File: config.mk
export PLATFORM = sky130hd
export DESIGN_NAME = shared_pin_function_arbiter
export DESIGN_NICKNAME = d
export VERILOG_FILES = /design/src/core/pin_arbiter_pkg.sv /design/src/core/shared_pin_function_arbiter.sv
export SDC_FILE = /design/constraint.sdc
export NUM_CORES = 1
export LEC_CHECK = 0
export BUFFER_PORTS_ARGS = -buffer_cell sky130_fd_sc_hd__buf_2
export CAP_MARGIN = 20
export CORE_MARGIN = 3
export CORE_UTILIZATION = 40
export DETAILED_ROUTE_END_ITERATION = 8
export PLACE_DENSITY = 0.79
export SYNTH_ARGS = -nofsm -noshare
export SYNTH_HDL_FRONTEND = slang
export SYNTH_SLANG_ARGS = --single-unit
File: constraint.sdc
create_clock -name sys_clk -period 1.3 [get_ports sys_clk]
set_clock_uncertainty 0.05 [all_clocks]
set_input_delay 0.39 -clock sys_clk [delete_from_list [all_inputs] [get_ports sys_clk]]
set_output_delay 0.39 -clock sys_clk [all_outputs]
set_load 0.02 [all_outputs]
File: src/core/pin_arbiter_pkg.sv
// Purpose: Shared constants for the shared pin function arbiter
// Assumes: Six shared port A pins, eight second-port lines
// Notes:   Owner codes are per-pin selectors
package pin_arbiter_pkg;
	localparam int PORTA_WIDTH  = 6;
	localparam int PORTB_WIDTH  = 8;
	localparam int KEYPAD_WIDTH = 6;
	localparam int RESET_PIN    = 3;
	localparam int INPUT_PIN    = 2;
	localparam int CLKOUT_PIN   = 4;
	localparam int CLKIN_PIN    = 5;
	localparam logic [5:0] PORTA_DIR_RESET = 6'h00;
	localparam logic [5:0] PORTA_PULL_RESET = 6'h00;
	localparam logic [7:0] PORTB_DIR_RESET = 8'h00;
	localparam logic [7:0] PORTB_PULL_RESET = 8'h00;
	typedef enum logic [2:0] {
		OWN_GPIO,
		OWN_KEYPAD,
		OWN_TIMER,
		OWN_ANALOG,
		OWN_EXT_IRQ,
		OWN_TIMER_CLK,
		OWN_RESET,
		OWN_OSC
	} owner_t;
endpackage

File: src/core/shared_pin_function_arbiter.sv
// Purpose: Decide which on-chip function owns each shared port pin
// Assumes: Pins reach this block as in/out/enable triplets; enables from config logic
// Notes:   Losing functions on a pin are cut off; the gpioPullA pullup select applies unless the owner forces the pullup; sensing lags the pads
`timescale 1ns/1ps
`default_nettype none
module shared_pin_function_arbiter #(
	parameter bit LARGE_PACKAGE = 1'b1 // Second port bonded out
) (
	input  wire logic       sys_clk,           // Bus clock, 125 MHz
	input  wire logic       rst,               // Sync reset, active high
	input  wire logic [5:0] portaPinIn,        // Port A pad levels
	output logic      [5:0] portaPinOut,       // Port A pad drive value
	output logic      [5:0] portaPinOe,        // Port A pad drive enable
	output logic      [5:0] portaPullEn,       // Port A pullup enable
	input  wire logic [7:0] portbPinIn,        // Second port pad levels
	output logic      [7:0] portbPinOut,       // Second port drive value
	output logic      [7:0] portbPinOe,        // Second port drive enable
	output logic      [7:0] portbPullEn,       // Second port pullup enable
	input  wire logic [5:0] gpioOutA,          // Port A data from software
	input  wire logic [5:0] gpioDirA,          // Port A direction, 1 = out
	input  wire logic [5:0] gpioPullA,         // Port A pullup select
	output logic      [5:0] gpioInA,           // Port A input to software
	input  wire logic [7:0] gpioOutB,          // Second port data
	input  wire logic [7:0] gpioDirB,          // Second port direction
	input  wire logic [7:0] gpioPullB,         // Second port pullup select
	output logic      [7:0] second_port_lines, // Second port input to software
	input  wire logic [1:0] analogEn,          // Analog channels 0,1 enabled
	input  wire logic [1:0] analogHiEn,        // Analog channels 2,3 enabled
	output logic      [3:0] analogSense,       // Gated pads to converter
	input  wire logic       timerCh0En,        // Timer channel zero enabled
	input  wire logic       timerCh0Oe,        // Timer channel zero drives
	input  wire logic       timerCh0Out,       // Timer channel zero value
	output logic            timer_channel_zero_pin, // Channel zero capture input
	input  wire logic       timerCh1En,        // Timer channel one enabled
	input  wire logic       timerCh1Oe,        // Timer channel one drives
	input  wire logic       timerCh1Out,       // Timer channel one value
	output logic            timer_channel_one_pin,  // Channel one capture input
	input  wire logic       timerClkEn,        // Timer external clock enabled
	output logic            timer_ext_clock_in,     // External timer clock
	input  wire logic [5:0] keypadEn,          // Keypad input enables
	output logic      [5:0] keypadSense,       // Gated keypad inputs
	output logic            keypadWake,        // Keypad wake request
	input  wire logic       extIrqEn,          // External interrupt enabled
	output logic            extIrqSense,       // External interrupt input
	input  wire logic       resetPinEn,        // Reset function on bit 3
	output logic            resetRequest,      // Pin reset request, level
	input  wire logic       oscInEn,           // Oscillator input on bit 5
	output logic            clock_source_in,   // Oscillator input to clock gen
	input  wire logic       oscOutEn,          // Crystal output on bit 4
	input  wire logic       oscOutDrive,       // Crystal amplifier output
	input  wire logic       clock_out_enable,  // Drive internal clock out
	input  wire logic       internalClock,     // Internal oscillator clock
	output logic            clock_source_out   // Bit 4 owned by oscillator
);
	localparam int RP = pin_arbiter_pkg::RESET_PIN;
	localparam int IP = pin_arbiter_pkg::INPUT_PIN;
	localparam int CO = pin_arbiter_pkg::CLKOUT_PIN;
	localparam int CI = pin_arbiter_pkg::CLKIN_PIN;

	// Pad synchronisers; first stage read only by the second
	logic [5:0] syncA1;
	logic [5:0] syncA2;
	logic [7:0] syncB1;
	logic [7:0] syncB2;
	logic [5:0] next_syncA1;
	logic [5:0] next_syncA2;
	logic [7:0] next_syncB1;
	logic [7:0] next_syncB2;

	// Post-reset hold: all port A pins inputs until software touches an enable
	logic armed;
	logic next_armed;

	pin_arbiter_pkg::owner_t owner [6];
	logic [5:0] outVal;
	logic [5:0] outEn;
	logic [5:0] pullSel;
	logic [5:0] next_portaOut;
	logic [5:0] next_portaOe;
	logic [5:0] next_portaPull;
	logic [5:0] next_gpioInA;
	logic [3:0] next_analog;
	logic [5:0] next_keypad;
	logic       next_timer_channel_zero_pin;
	logic       next_timer_channel_one_pin;
	logic       next_timer_ext_clock_in;
	logic       next_irq;
	logic       next_rstReq;
	logic       next_oscIn;
	logic       next_oscOut;
	logic [7:0] next_portbOut;
	logic [7:0] next_portbOe;
	logic [7:0] next_portbPull;
	logic [7:0] next_portbIn;
	logic       anyEnable;
	logic [5:0] keypadOwn;
	logic       next_wake;

	// Direction bits count too: an output port is a function
	assign anyEnable = |{analogEn, analogHiEn, timerCh0En, timerCh1En, timerClkEn, keypadEn,
		extIrqEn, resetPinEn, oscInEn, oscOutEn, clock_out_enable, gpioDirA, gpioDirB};

	always_comb begin
		next_syncA1 = portaPinIn;
		next_syncA2 = syncA1;
		next_syncB1 = portbPinIn;
		next_syncB2 = syncB1;
		next_armed  = armed | anyEnable;
	end

	always_ff @(posedge sys_clk) begin
		if (rst) begin
			// Pads idle high; a low reset value would fake a reset request
			syncA1 <= 6'h3f;
			syncA2 <= 6'h3f;
			syncB1 <= 8'hff;
			syncB2 <= 8'hff;
			armed  <= 1'b0;
		end else begin
			syncA1 <= next_syncA1;
			syncA2 <= next_syncA2;
			syncB1 <= next_syncB1;
			syncB2 <= next_syncB2;
			armed  <= next_armed;
		end
	end

	// Owner per pin, highest priority first
	always_comb begin
		owner[0] = analogEn[0] ? pin_arbiter_pkg::OWN_ANALOG :
			timerCh0En ? pin_arbiter_pkg::OWN_TIMER :
			keypadEn[0] ? pin_arbiter_pkg::OWN_KEYPAD : pin_arbiter_pkg::OWN_GPIO;
		owner[1] = analogEn[1] ? pin_arbiter_pkg::OWN_ANALOG :
			timerCh1En ? pin_arbiter_pkg::OWN_TIMER :
			keypadEn[1] ? pin_arbiter_pkg::OWN_KEYPAD : pin_arbiter_pkg::OWN_GPIO;
		owner[IP] = extIrqEn ? pin_arbiter_pkg::OWN_EXT_IRQ :
			keypadEn[IP] ? pin_arbiter_pkg::OWN_KEYPAD :
			timerClkEn ? pin_arbiter_pkg::OWN_TIMER_CLK : pin_arbiter_pkg::OWN_GPIO;
		owner[RP] = resetPinEn ? pin_arbiter_pkg::OWN_RESET :
			keypadEn[RP] ? pin_arbiter_pkg::OWN_KEYPAD : pin_arbiter_pkg::OWN_GPIO;
		// Clock-out enable claims bit 4 just as the crystal output does
		owner[CO] = (oscOutEn || clock_out_enable) ? pin_arbiter_pkg::OWN_OSC :
			analogHiEn[0] ? pin_arbiter_pkg::OWN_ANALOG :
			keypadEn[CO] ? pin_arbiter_pkg::OWN_KEYPAD : pin_arbiter_pkg::OWN_GPIO;
		owner[CI] = oscInEn ? pin_arbiter_pkg::OWN_OSC :
			analogHiEn[1] ? pin_arbiter_pkg::OWN_ANALOG :
			keypadEn[CI] ? pin_arbiter_pkg::OWN_KEYPAD : pin_arbiter_pkg::OWN_GPIO;
	end

	// Drive and sensing follow the owner only, losers see nothing; pullup is forced by the owner or else left to gpioPullA
	always_comb begin
		outVal       = 6'h00;
		outEn        = 6'h00;
		pullSel      = gpioPullA;
		next_gpioInA = 6'h00;
		next_keypad  = 6'h00;
		next_analog  = 4'h0;
		next_timer_channel_zero_pin    = 1'b0;
		next_timer_channel_one_pin    = 1'b0;
		next_timer_ext_clock_in    = 1'b0;
		next_irq     = 1'b1;
		next_rstReq  = 1'b0;
		next_oscIn   = 1'b0;
		next_oscOut  = 1'b0;
		keypadOwn    = 6'h00;
		for (int i = 0; i < pin_arbiter_pkg::PORTA_WIDTH; i++) begin
			case (owner[i])
				pin_arbiter_pkg::OWN_GPIO: begin
					next_gpioInA[i] = syncA2[i];
					if (i != IP) begin
						outVal[i] = gpioOutA[i];
						outEn[i]  = gpioDirA[i];
					end
				end
				pin_arbiter_pkg::OWN_KEYPAD: begin
					next_keypad[i] = syncA2[i];
					keypadOwn[i]   = 1'b1;
					pullSel[i]     = 1'b1;
				end
				pin_arbiter_pkg::OWN_TIMER: begin
					if (i == 0) begin
						next_timer_channel_zero_pin = syncA2[i];
						outVal[i] = timerCh0Out;
						outEn[i]  = timerCh0Oe;
					end else begin
						next_timer_channel_one_pin = syncA2[i];
						outVal[i] = timerCh1Out;
						outEn[i]  = timerCh1Oe;
					end
				end
				pin_arbiter_pkg::OWN_ANALOG: begin
					pullSel[i] = 1'b0; // Pullup would skew conversion
					case (i)
						0:       next_analog[0] = syncA2[i];
						1:       next_analog[1] = syncA2[i];
						CO:      next_analog[2] = syncA2[i];
						default: next_analog[3] = syncA2[i];
					endcase
				end
				pin_arbiter_pkg::OWN_EXT_IRQ: begin
					next_irq   = syncA2[i];
					pullSel[i] = gpioPullA[i];
				end
				pin_arbiter_pkg::OWN_TIMER_CLK: next_timer_ext_clock_in = syncA2[i];
				pin_arbiter_pkg::OWN_RESET: begin
					next_rstReq = ~syncA2[i];
					pullSel[i]  = 1'b1;
				end
				pin_arbiter_pkg::OWN_OSC: begin
					pullSel[i] = 1'b0;
					if (i == CO) begin
						next_oscOut = 1'b1;
						outEn[i]    = 1'b1;
						outVal[i]   = clock_out_enable ? internalClock : oscOutDrive;
					end else begin
						next_oscIn = syncA2[i];
					end
				end
				default: next_gpioInA[i] = syncA2[i];
			endcase
		end
		// Only pins the keypad actually owns may wake the device
		next_wake      = |(keypadOwn & ~next_keypad);
		// Fresh out of reset nothing drives, whatever the table says
		next_portaOut  = armed ? outVal : 6'h00;
		next_portaOe   = armed ? outEn : pin_arbiter_pkg::PORTA_DIR_RESET;
		next_portaPull = armed ? pullSel : pin_arbiter_pkg::PORTA_PULL_RESET;
	end

	// Second port: absent in the small package, so never drives there
	always_comb begin
		next_portbOut  = LARGE_PACKAGE ? gpioOutB : 8'h00;
		next_portbOe   = LARGE_PACKAGE ? gpioDirB : 8'h00;
		next_portbPull = LARGE_PACKAGE ? gpioPullB : 8'h00;
		next_portbIn   = LARGE_PACKAGE ? syncB2 : 8'h00;
	end

	// One edge from control inputs to the pads
	always_ff @(posedge sys_clk) begin
		if (rst) begin
			portaPinOut            <= 6'h00;
			portaPinOe             <= pin_arbiter_pkg::PORTA_DIR_RESET;
			portaPullEn            <= pin_arbiter_pkg::PORTA_PULL_RESET;
			gpioInA                <= 6'h00;
			analogSense            <= 4'h0;
			keypadSense            <= 6'h00;
			keypadWake             <= 1'b0;
			timer_channel_zero_pin <= 1'b0;
			timer_channel_one_pin  <= 1'b0;
			timer_ext_clock_in     <= 1'b0;
			extIrqSense            <= 1'b1;
			resetRequest           <= 1'b0;
			clock_source_in        <= 1'b0;
			clock_source_out       <= 1'b0;
		end else begin
			portaPinOut            <= next_portaOut;
			portaPinOe             <= next_portaOe;
			portaPullEn            <= next_portaPull;
			gpioInA                <= next_gpioInA;
			analogSense            <= next_analog;
			keypadSense            <= next_keypad;
			keypadWake             <= next_wake;
			timer_channel_zero_pin <= next_timer_channel_zero_pin;
			timer_channel_one_pin  <= next_timer_channel_one_pin;
			timer_ext_clock_in     <= next_timer_ext_clock_in;
			extIrqSense            <= next_irq;
			resetRequest           <= next_rstReq;
			clock_source_in        <= next_oscIn;
			clock_source_out       <= next_oscOut;
		end
	end

	// Second port registered apart; it carries no shared function
	always_ff @(posedge sys_clk) begin
		if (rst) begin
			portbPinOut       <= 8'h00;
			portbPinOe        <= pin_arbiter_pkg::PORTB_DIR_RESET;
			portbPullEn       <= pin_arbiter_pkg::PORTB_PULL_RESET;
			second_port_lines <= 8'h00;
		end else begin
			portbPinOut       <= next_portbOut;
			portbPinOe        <= next_portbOe;
			portbPullEn       <= next_portbPull;
			second_port_lines <= next_portbIn;
		end
	end
endmodule
`default_nettype wire

# Word level (Yosys, flattened, before mapping)
# Index checks and enable logic that the tools add are counted.
# W data, S select, Z words.
[op_classes]
bitwise = 21
mux = 78
n_reduce_logical = 33
eq_ne = 42
[op_table]
columns = ["op", "count"]
rows = [
  ["$mux W1", 50],
  ["$eq A3 B3 Y1 const B", 16],
  ["$reduce_or A2 Y1", 23],
  ["$reduce_or A32 Y1", 1],
  ["$pmux W1 S2", 14],
  ["$eq A2 B3 Y1 const B", 8],
  ["$eq A3 B2 Y1 const B", 8],
  ["$logic_not A3 Y1", 6],
  ["$mux W3", 6],
  ["$not A1 Y1", 18],
  ["$eq A3 B1 Y1 const B", 4],
  ["$mux W2", 6],
  ["$eq A2 B2 Y1 const B", 4],
  ["$and A6 B6 Y6", 1],
  ["$not A6 Y6", 1],
  ["$pmux W1 S3", 2],
  ["$reduce_or A6 Y1", 1],
  ["$eq A2 B1 Y1 const B", 2],
  ["$reduce_or A3 Y1", 1],
  ["$logic_or A1 B1 Y1", 1],
  ["$or A1 B1 Y1", 1],
]
[word_totals]
output_inout_bits = 74
inputBits = 82
elab_cells = 207
ff_bits = 103

# Logic depth before layout (Yosys ltp)
# Gate-level depths: netlist (run 1).
[depth]
word_depth = 10
mapped_depth = 4
ltp_nobuf = 3

# Worst setup path before layout (run 1)
# Ideal clock, no wire load.
[synth_timing]
kind = "input to register"
start = "input timerCh0En"
end = "register keypadWake"
path_buffers = 1
cell_stages = 4
setup_ns = 0.070
arrival_time_ns = 1.218
path_slack_ns = -0.038
cell_sequence = "buf_6 -> or4b_1 -> o221a_1 -> a21oi_1"
[synth_via]
elab_chain_cells = 7
word_cells_on_any_way = 8
cone_classes = "1 x eq/ne; 4 x mux; 2 x bitwise; 1 x reduce/logical"
[synth_lines]
columns = ["element", "line_no", "text"]
rows = [
  ["from (decl)", "shared_pin_function_arbiter.sv:30", "input wire logic timerCh0En,"],
  ["$mux W2 (*)", "shared_pin_function_arbiter.sv:131", "timerCh0En ? pin_arbiter_pkg::OWN_TIMER :"],
  ["$mux W2 (*)", "shared_pin_function_arbiter.sv:130", "owner[0] = analogEn[0] ? pin_arbiter_pkg::OWN_ANALOG :"],
  ["$eq A2 B1 Y1 (*)", "shared_pin_function_arbiter.sv:167", "case (owner[i])"],
  ["$mux W1", "shared_pin_function_arbiter.sv:167", ""],
  ["$not A6 Y6", "shared_pin_function_arbiter.sv:223", "next_wake = |(keypadOwn & ~next_keypad);"],
  ["$and A6 B6 Y6 (*)", "shared_pin_function_arbiter.sv:223", ""],
  ["$reduce_or A6 Y1 (*)", "shared_pin_function_arbiter.sv:223", ""],
  ["to (signal assigned)", "shared_pin_function_arbiter.sv:262", "keypadWake <= next_wake;"],
  ["to (decl)", "shared_pin_function_arbiter.sv:42", "output logic keypadWake,"],
]
# Every way passes the cells marked *; elsewhere a longest branch is shown, timed or not.
# A chain may end at the register's enable or synchronous reset.

# Final worst setup path (run 1)
[layout_timing]
start = "register portbPinOut[6]"
end = "output portbPinOut[6]"
[layout_rtl]
columns = ["element", "line_no", "text"]
rows = [
  ["from (decl)", "shared_pin_function_arbiter.sv:16", "output logic [7:0] portbPinOut,"],
  ["from (signal assigned)", "shared_pin_function_arbiter.sv:281", "portbPinOut <= next_portbOut;"],
]
# No word-level cell between the ends.

==> flow_metrics.env, run 1 <==
export IMPL_grt_pass1_wl_um=11570
export IMPL_period_minus_slack_ns=1.291
export IMPL_vias=2501
export IMPL_drc=0
export IMPL_yosysTopAreaCell="dfxtp_1"
export IMPL_worstPathArrival_ns=0.85
export IMPL_overflow=0
export IMPL_crit_start="portbPinOut[6]"
export IMPL_htree_num_levels=3
export IMPL_vias_per_cell=4.514
export IMPL_io_pins=156
export IMPL_wl_per_cell_um=13.83
export IMPL_path_clk_slew_ns=0.10
export IMPL_ys_seq_area_frac=0.6703
export IMPL_antenna_left=0
export IMPL_fin_crit_sh=0.9929
export IMPL_startpoint_type="register"
export IMPL_r2r_end="keypadWake"
export IMPL_crit_family="flip-flops"
export IMPL_r2r_setup_slack_ns=0.12
export IMPL_crit_cells=1
export IMPL_crit_type="reg2out"
export IMPL_drv_cap=0
export IMPL_synth_seq_cells=101
export IMPL_synthAdderAreaFrac=0
export IMPL_synthSimpleGateAreaFrac=0.2679
export IMPL_synth_top_family_by_area="simple AND/OR/NAND/NOR gates"
export IMPL_grt_antenna_before_repair=1
export IMPL_yosysUniqueCellTypes=28
export IMPL_cts_made_buffers=9
export IMPL_chipWidth_um=92.84
export IMPL_cts_tree="yes"
export IMPL_crit_path_end_kind="output pin"
export IMPL_drt_pass1_iterations=6
export IMPL_grt_max_degree=34
export IMPL_num_antenna_cells=0
export IMPL_slew_viol_final=0
export IMPL_critPathBufInv=1
export IMPL_die_h_um=92.84
export IMPL_power_density_nw_per_um2=1352
export IMPL_ys_warn_count=0
export IMPL_synth_cells=269
export IMPL_netlist_top_cells_area="dfxtp_1 (67%), nor2b_1 (7.1%), or2_2 (5.8%), nor4_1 (2.3%), nor3_1 (2.0%)"
export IMPL_drive_above_1_share=0.5231
export IMPL_final_common_cell="buf_2"
export IMPL_fin_nets=532
export IMPL_grt_pass1_vias=2458
export IMPL_cts_root_buf="clkbuf_8"
export IMPL_grt_usage=0.1747
export IMPL_required_ns=0.86
export IMPL_gp_congestion=0.8215
export IMPL_dp_hpwl_um=5954
export IMPL_post_cts_buffers=0
export IMPL_min_path_type="in2reg"
export IMPL_areaGrowthSynthToFinish_pct=47.66
export IMPL_rr_worst_depth=3
export IMPL_syn_area_per_cell_um2=11.21
export IMPL_synth_xor_area_frac=0
export IMPL_setup_tns_final_ns=0
export IMPL_holdBufCountCts=0
export IMPL_clock_path_buffers=2
export IMPL_synth_compound_area_frac=0.03069
export IMPL_status="complete, no violations"
export IMPL_start_util=0.4137
export IMPL_core_area_um2=7292
export IMPL_clock_sinks=101
export IMPL_mappedNetlistArea_um2=3017
export IMPL_setup_worst_path_end="portbPinOut[6]"
export IMPL_rows=31
export IMPL_max_vdd_ir_drop_uv=789.8
export IMPL_setup_viol=0
export IMPL_p_leak_nw=2.121
export IMPL_yosysTopAreaCellShare=0.6703
export IMPL_hold_violations=0
export IMPL_synthMuxAreaShare=0
export IMPL_critPathSlowestCell="dfxtp_1"
export IMPL_portBuffers=152
export IMPL_drtIter0Drc=52
export IMPL_final_cell_mix="buf_2 (102), dfxtp_1 (92), buf_4 (74)"
export IMPL_power_mw=6.024
export IMPL_fmax_mhz=774.7
export IMPL_crit_path_max_incr_delay_ns=0.33
export IMPL_cp_max_fo=1
export IMPL_die_area_um2=8619
export IMPL_r2r_start="syncA2[0]"
export IMPL_clock_latency_ns=0.34
export IMPL_postRouteWirelength_um=7664
export IMPL_path_cells="buf_2"
flip-flops by register name (all words and copies together) (netlist names), 4 cells and up:
name / cells
analogSense: 4
gpioInA: 6
keypadSense: 6
next_portbIn: 8
next_syncA2: 6
next_syncB2: 8
portaPinOe: 5
portaPinOut: 5
portaPullEn: 6
portbPinOe: 8
portbPinOut: 8
portbPullEn: 8
second_port_lines: 8
syncA2: 6
cells in the mapped netlist:
cell type  instances
buf_4              2
nor3b_1            5
and3_1             4
nand3b_1           1
a22oi_1            2
and4_1             2
nor4_1            11
or2b_2             1
inv_1              6
nand2b_1           7
nor3_1            12
o211a_1            1
clkbuf_1          11
nor2_1            14
o221a_1            1
nor2b_1           34
or2_2             28
or4b_1             1
and3b_1            1
a31oi_1            2
or3b_2             1
nor4b_1            6
buf_6              1
dfxtp_1          101
a21oi_1            7
conb_1             1
a311oi_1           1
nand2_1            5
through the flow:
stage / util / cell area [um^2] / setup slack, ns / hold WS [ns] / std cells
after global placement: 0.5599 / 4083 / -0.2282 / 0.3415 / 538
after CTS: 0.5916 / 4314 / 0.0004104 / 0.1449 / 554
final: 0.6108 / 4454 / 0.009210 / 0.1624 / 554
after global routing: 0.6108 / 4454 / -0.02606 / 0.1384 / 554
after detailed placement: 0.5599 / 4083 / -0.2244 / 0.3423 / 538
after floorplan: - / 3024 / -0.03805 / 0.3395 / 270
power by group:
group	internal, mW	switching (mW)
combinational	0.343	0.351
clock	0.977	1.08
sequential	3.23	0.0390
how the worst min path moves through the flow:
stage	from	to	slack, ns	cells after the start
final	portbPinIn[4]	next_syncB2[4]	0.16	2
after global routing	portaPinIn[4]	next_syncA2[4]	0.14	2
after detailed placement	next_syncB2[3]	next_portbIn[3]	0.34	1
after CTS	portbPinIn[4]	next_syncB2[4]	0.14	2
after global placement	next_syncB2[1]	next_portbIn[1]	0.34	1
after floorplan	next_syncB2[0]	next_portbIn[0]	0.34	1
per-layer routing:
| metal | track usage | share of wire | up-vias |
|---|---|---|---|
| met5 | 0 | 0.0010 | - |
| met4 | 0.09035 | 0.027 | 2 |
| met3 | 0.04793 | 0.067 | 19 |
| met2 | 0.3131 | 0.51 | 100 |
| met1 | 0.1858 | 0.40 | 1139 |
| li1 | - | - | 1241 |
layout make-up:
type | instances | area [um^2]
clock buffers | 10 | 137.6
clock inverters | 6 | 75.07
fillers | 643 | 2838
inverters | 6 | 22.52
multi-input cells | 149 | 908.4
flip-flops and latches | 101 | 2033
well taps | 99 | 123.9
repair buffers | 183 | 1154
cell families (layout without fill, tap and decap cells):
logic type / after synthesis / after routing
simple gates: 133 / 133
flops: 101 / 101
buf+inv: 20 / 205
compound gates: 14 / 14
other cells: 1 / 2
repair_timing:
| item | CTS | global route |
|---|---|---|
| hold endpoints to repair | 0 | 0 |
| endpoints found under the setup margin | 7 | 47 |
| resized for setup | 8 | 58 |
Power figures use the tool's default switching activity.
==> inputs of run 2 (changes only) <==
PLACE_DENSITY = 0.76   (was 0.79)
clock period = 1.5 ns   (was 1.3 ns; I/O delays follow)
==> run 2 against run 1 <==
Non-clock buffer count down 14. Sequential power down 13%. Count of clock-buffer cells in the layout down 1. Final cell count down 2.5%. Cell area down 5.9%. Register-to-register slack better by 0.22 ns. Largest cell class unchanged. Largest power group unchanged.
==> flow_metrics.env, run 2 (same netlist as run 1, synthesis figures left out) <==
export IMPL_clock_sinks=101
export IMPL_holdBufCountCts=0
export IMPL_timing_hold_ws_ns=0.2044
export IMPL_crit_type="reg2out"
export IMPL_postRouteWirelength_um=7127
export IMPL_postLayoutCoreUtil=0.5750
export IMPL_placed_area_um2=3978
export IMPL_drtIter0Drc=53
export IMPL_antenna_left=0
export IMPL_cts_root_buf="clkbuf_8"
export IMPL_critPathSlowestCell="dfxtp_1"
export IMPL_design_area_um2=4193
export IMPL_fmax_mhz=734.8
export IMPL_path_clk_slew_ns=0.11
export IMPL_grt_usage=0.1657
export IMPL_crit_path_end_kind="output pin"
export IMPL_status="complete, no violations"
export IMPL_r2r_start="syncA2[0]"
export IMPL_core_area_um2=7292
export IMPL_gp_congestion=0.7893
export IMPL_clock_path_buffers=2
export IMPL_overflow=0
export IMPL_start_util=0.4137
export IMPL_startpoint_type="register"
export IMPL_ctsResizeCount=0
export IMPL_worstPathArrival_ns=0.86
export IMPL_dp_cells=524
export IMPL_slew_viol_final=0
export IMPL_fin_cells=540
export IMPL_chipWidth_um=92.84
export IMPL_grt_pass1_wl_um=11030
export IMPL_rows=31
export IMPL_regArea_um2=2022
export IMPL_period_minus_slack_ns=1.361
export IMPL_wl_per_cell_um=13.20
export IMPL_cts_tree="yes"
export IMPL_clkPwrFrac=0.337
export IMPL_fin_nets=518
export IMPL_nFillCells=667
export IMPL_cp_max_fo=1
export IMPL_crit_family="flip-flops"
export IMPL_power_density_nw_per_um2=1208
export IMPL_hold_violations=0
export IMPL_grt_max_degree=50
export IMPL_drc=0
export IMPL_die_area_um2=8619
export IMPL_drv_cap=0
export IMPL_sw_frac_of_total=0.2680
export IMPL_die_h_um=92.84
export IMPL_p_int_mw=3.708
export IMPL_hold_start="portbPinIn[2]"
export IMPL_max_vdd_ir_drop_uv=567.2
export IMPL_areaGrowthSynthToFinish_pct=38.99
export IMPL_p_seq_frac=0.558
export IMPL_final_common_cell="buf_2"
export IMPL_fin_crit_sh=0.9072
export IMPL_io_pins=156
export IMPL_grt_antenna_before_repair=0
export IMPL_multi_input_area_um2=908.4
export IMPL_path_cells="buf_2"
export IMPL_power_switching_mw=1.357
export IMPL_critPathBufInv=1
export IMPL_crit_path_max_incr_delay_ns=0.34
export IMPL_crit_start="portbPullEn[0]"
export IMPL_htree_num_levels=3
export IMPL_power_mw=5.065
export IMPL_drt_pass1_iterations=4
export IMPL_vias_per_cell=4.439
export IMPL_portBuffers=152
export IMPL_clock_latency_ns=0.37
export IMPL_required_ns=1.00
export IMPL_setup_viol=0
export IMPL_grt_pass1_vias=2269
export IMPL_vias=2397
export IMPL_min_path_type="in2reg"
export IMPL_dp_hpwl_um=5519
export IMPL_final_cell_mix="buf_2 (152), dfxtp_1 (101), nor2b_1 (34)"
export IMPL_rsz0062_at_grt="false"
export IMPL_cts_made_buffers=9
export IMPL_p_comb_frac=0.105
export IMPL_p_leak_nw=2.032
export IMPL_num_antenna_cells=0
export IMPL_drive_above_1_share=0.4875
export IMPL_post_cts_buffers=0
run 2: worst paths after layout:
path / to / slack [ns] / cells after the start
max: portbPullEn[0] / 0.14 / 1
min: next_syncB2[2] / 0.20 / 2
max reg2reg: keypadSense[0] / 0.34 / 2
min reg2reg: next_portbIn[2] / 0.37 / 1
run 2: through the flow:
| step | setup WS (ns) | TNS, ns |
|---|---|---|
| 2_1_floorplan | 0.1016 | 0 |
| 3_3_place_gp | -0.06688 | -0.06688 |
| 3_5_place_dp | -0.06728 | -0.06728 |
| 4_1_cts | 0.1131 | 0 |
| 5_1_grt | 0.08421 | 0 |
| 6_report | 0.1391 | 0 |
run 2: routing by layer:
layer  up-vias  GRT usage  part of all wire
li1       1217          -                 -
met1      1074     0.1932              0.41
met2        93     0.2825              0.49
met3        13    0.04062             0.075
met4         0    0.08181             0.024
met5         -          0                 0
run 2: layout make-up:
type	count	share of cell area
flip-flops and latches	101	0.4822
well taps	99	0.02954
clock buffers	9	0.02954
repair buffers	169	0.2149
clock inverters	7	0.02178
inverters	6	0.005372
multi-input cells	149	0.2167
run 2: power groups by stage:
stage / registers [mW] / clock network (mW) / logic, mW
2_1_floorplan: 2.99 / 0 / 0.161
3_3_place_gp: 2.89 / 0 / 0.525
3_5_place_dp: 2.89 / 0 / 0.535
4_1_cts: 2.83 / 1.76 / 0.536
5_1_grt: 2.84 / 1.88 / 0.580
6_report: 2.83 / 1.71 / 0.530
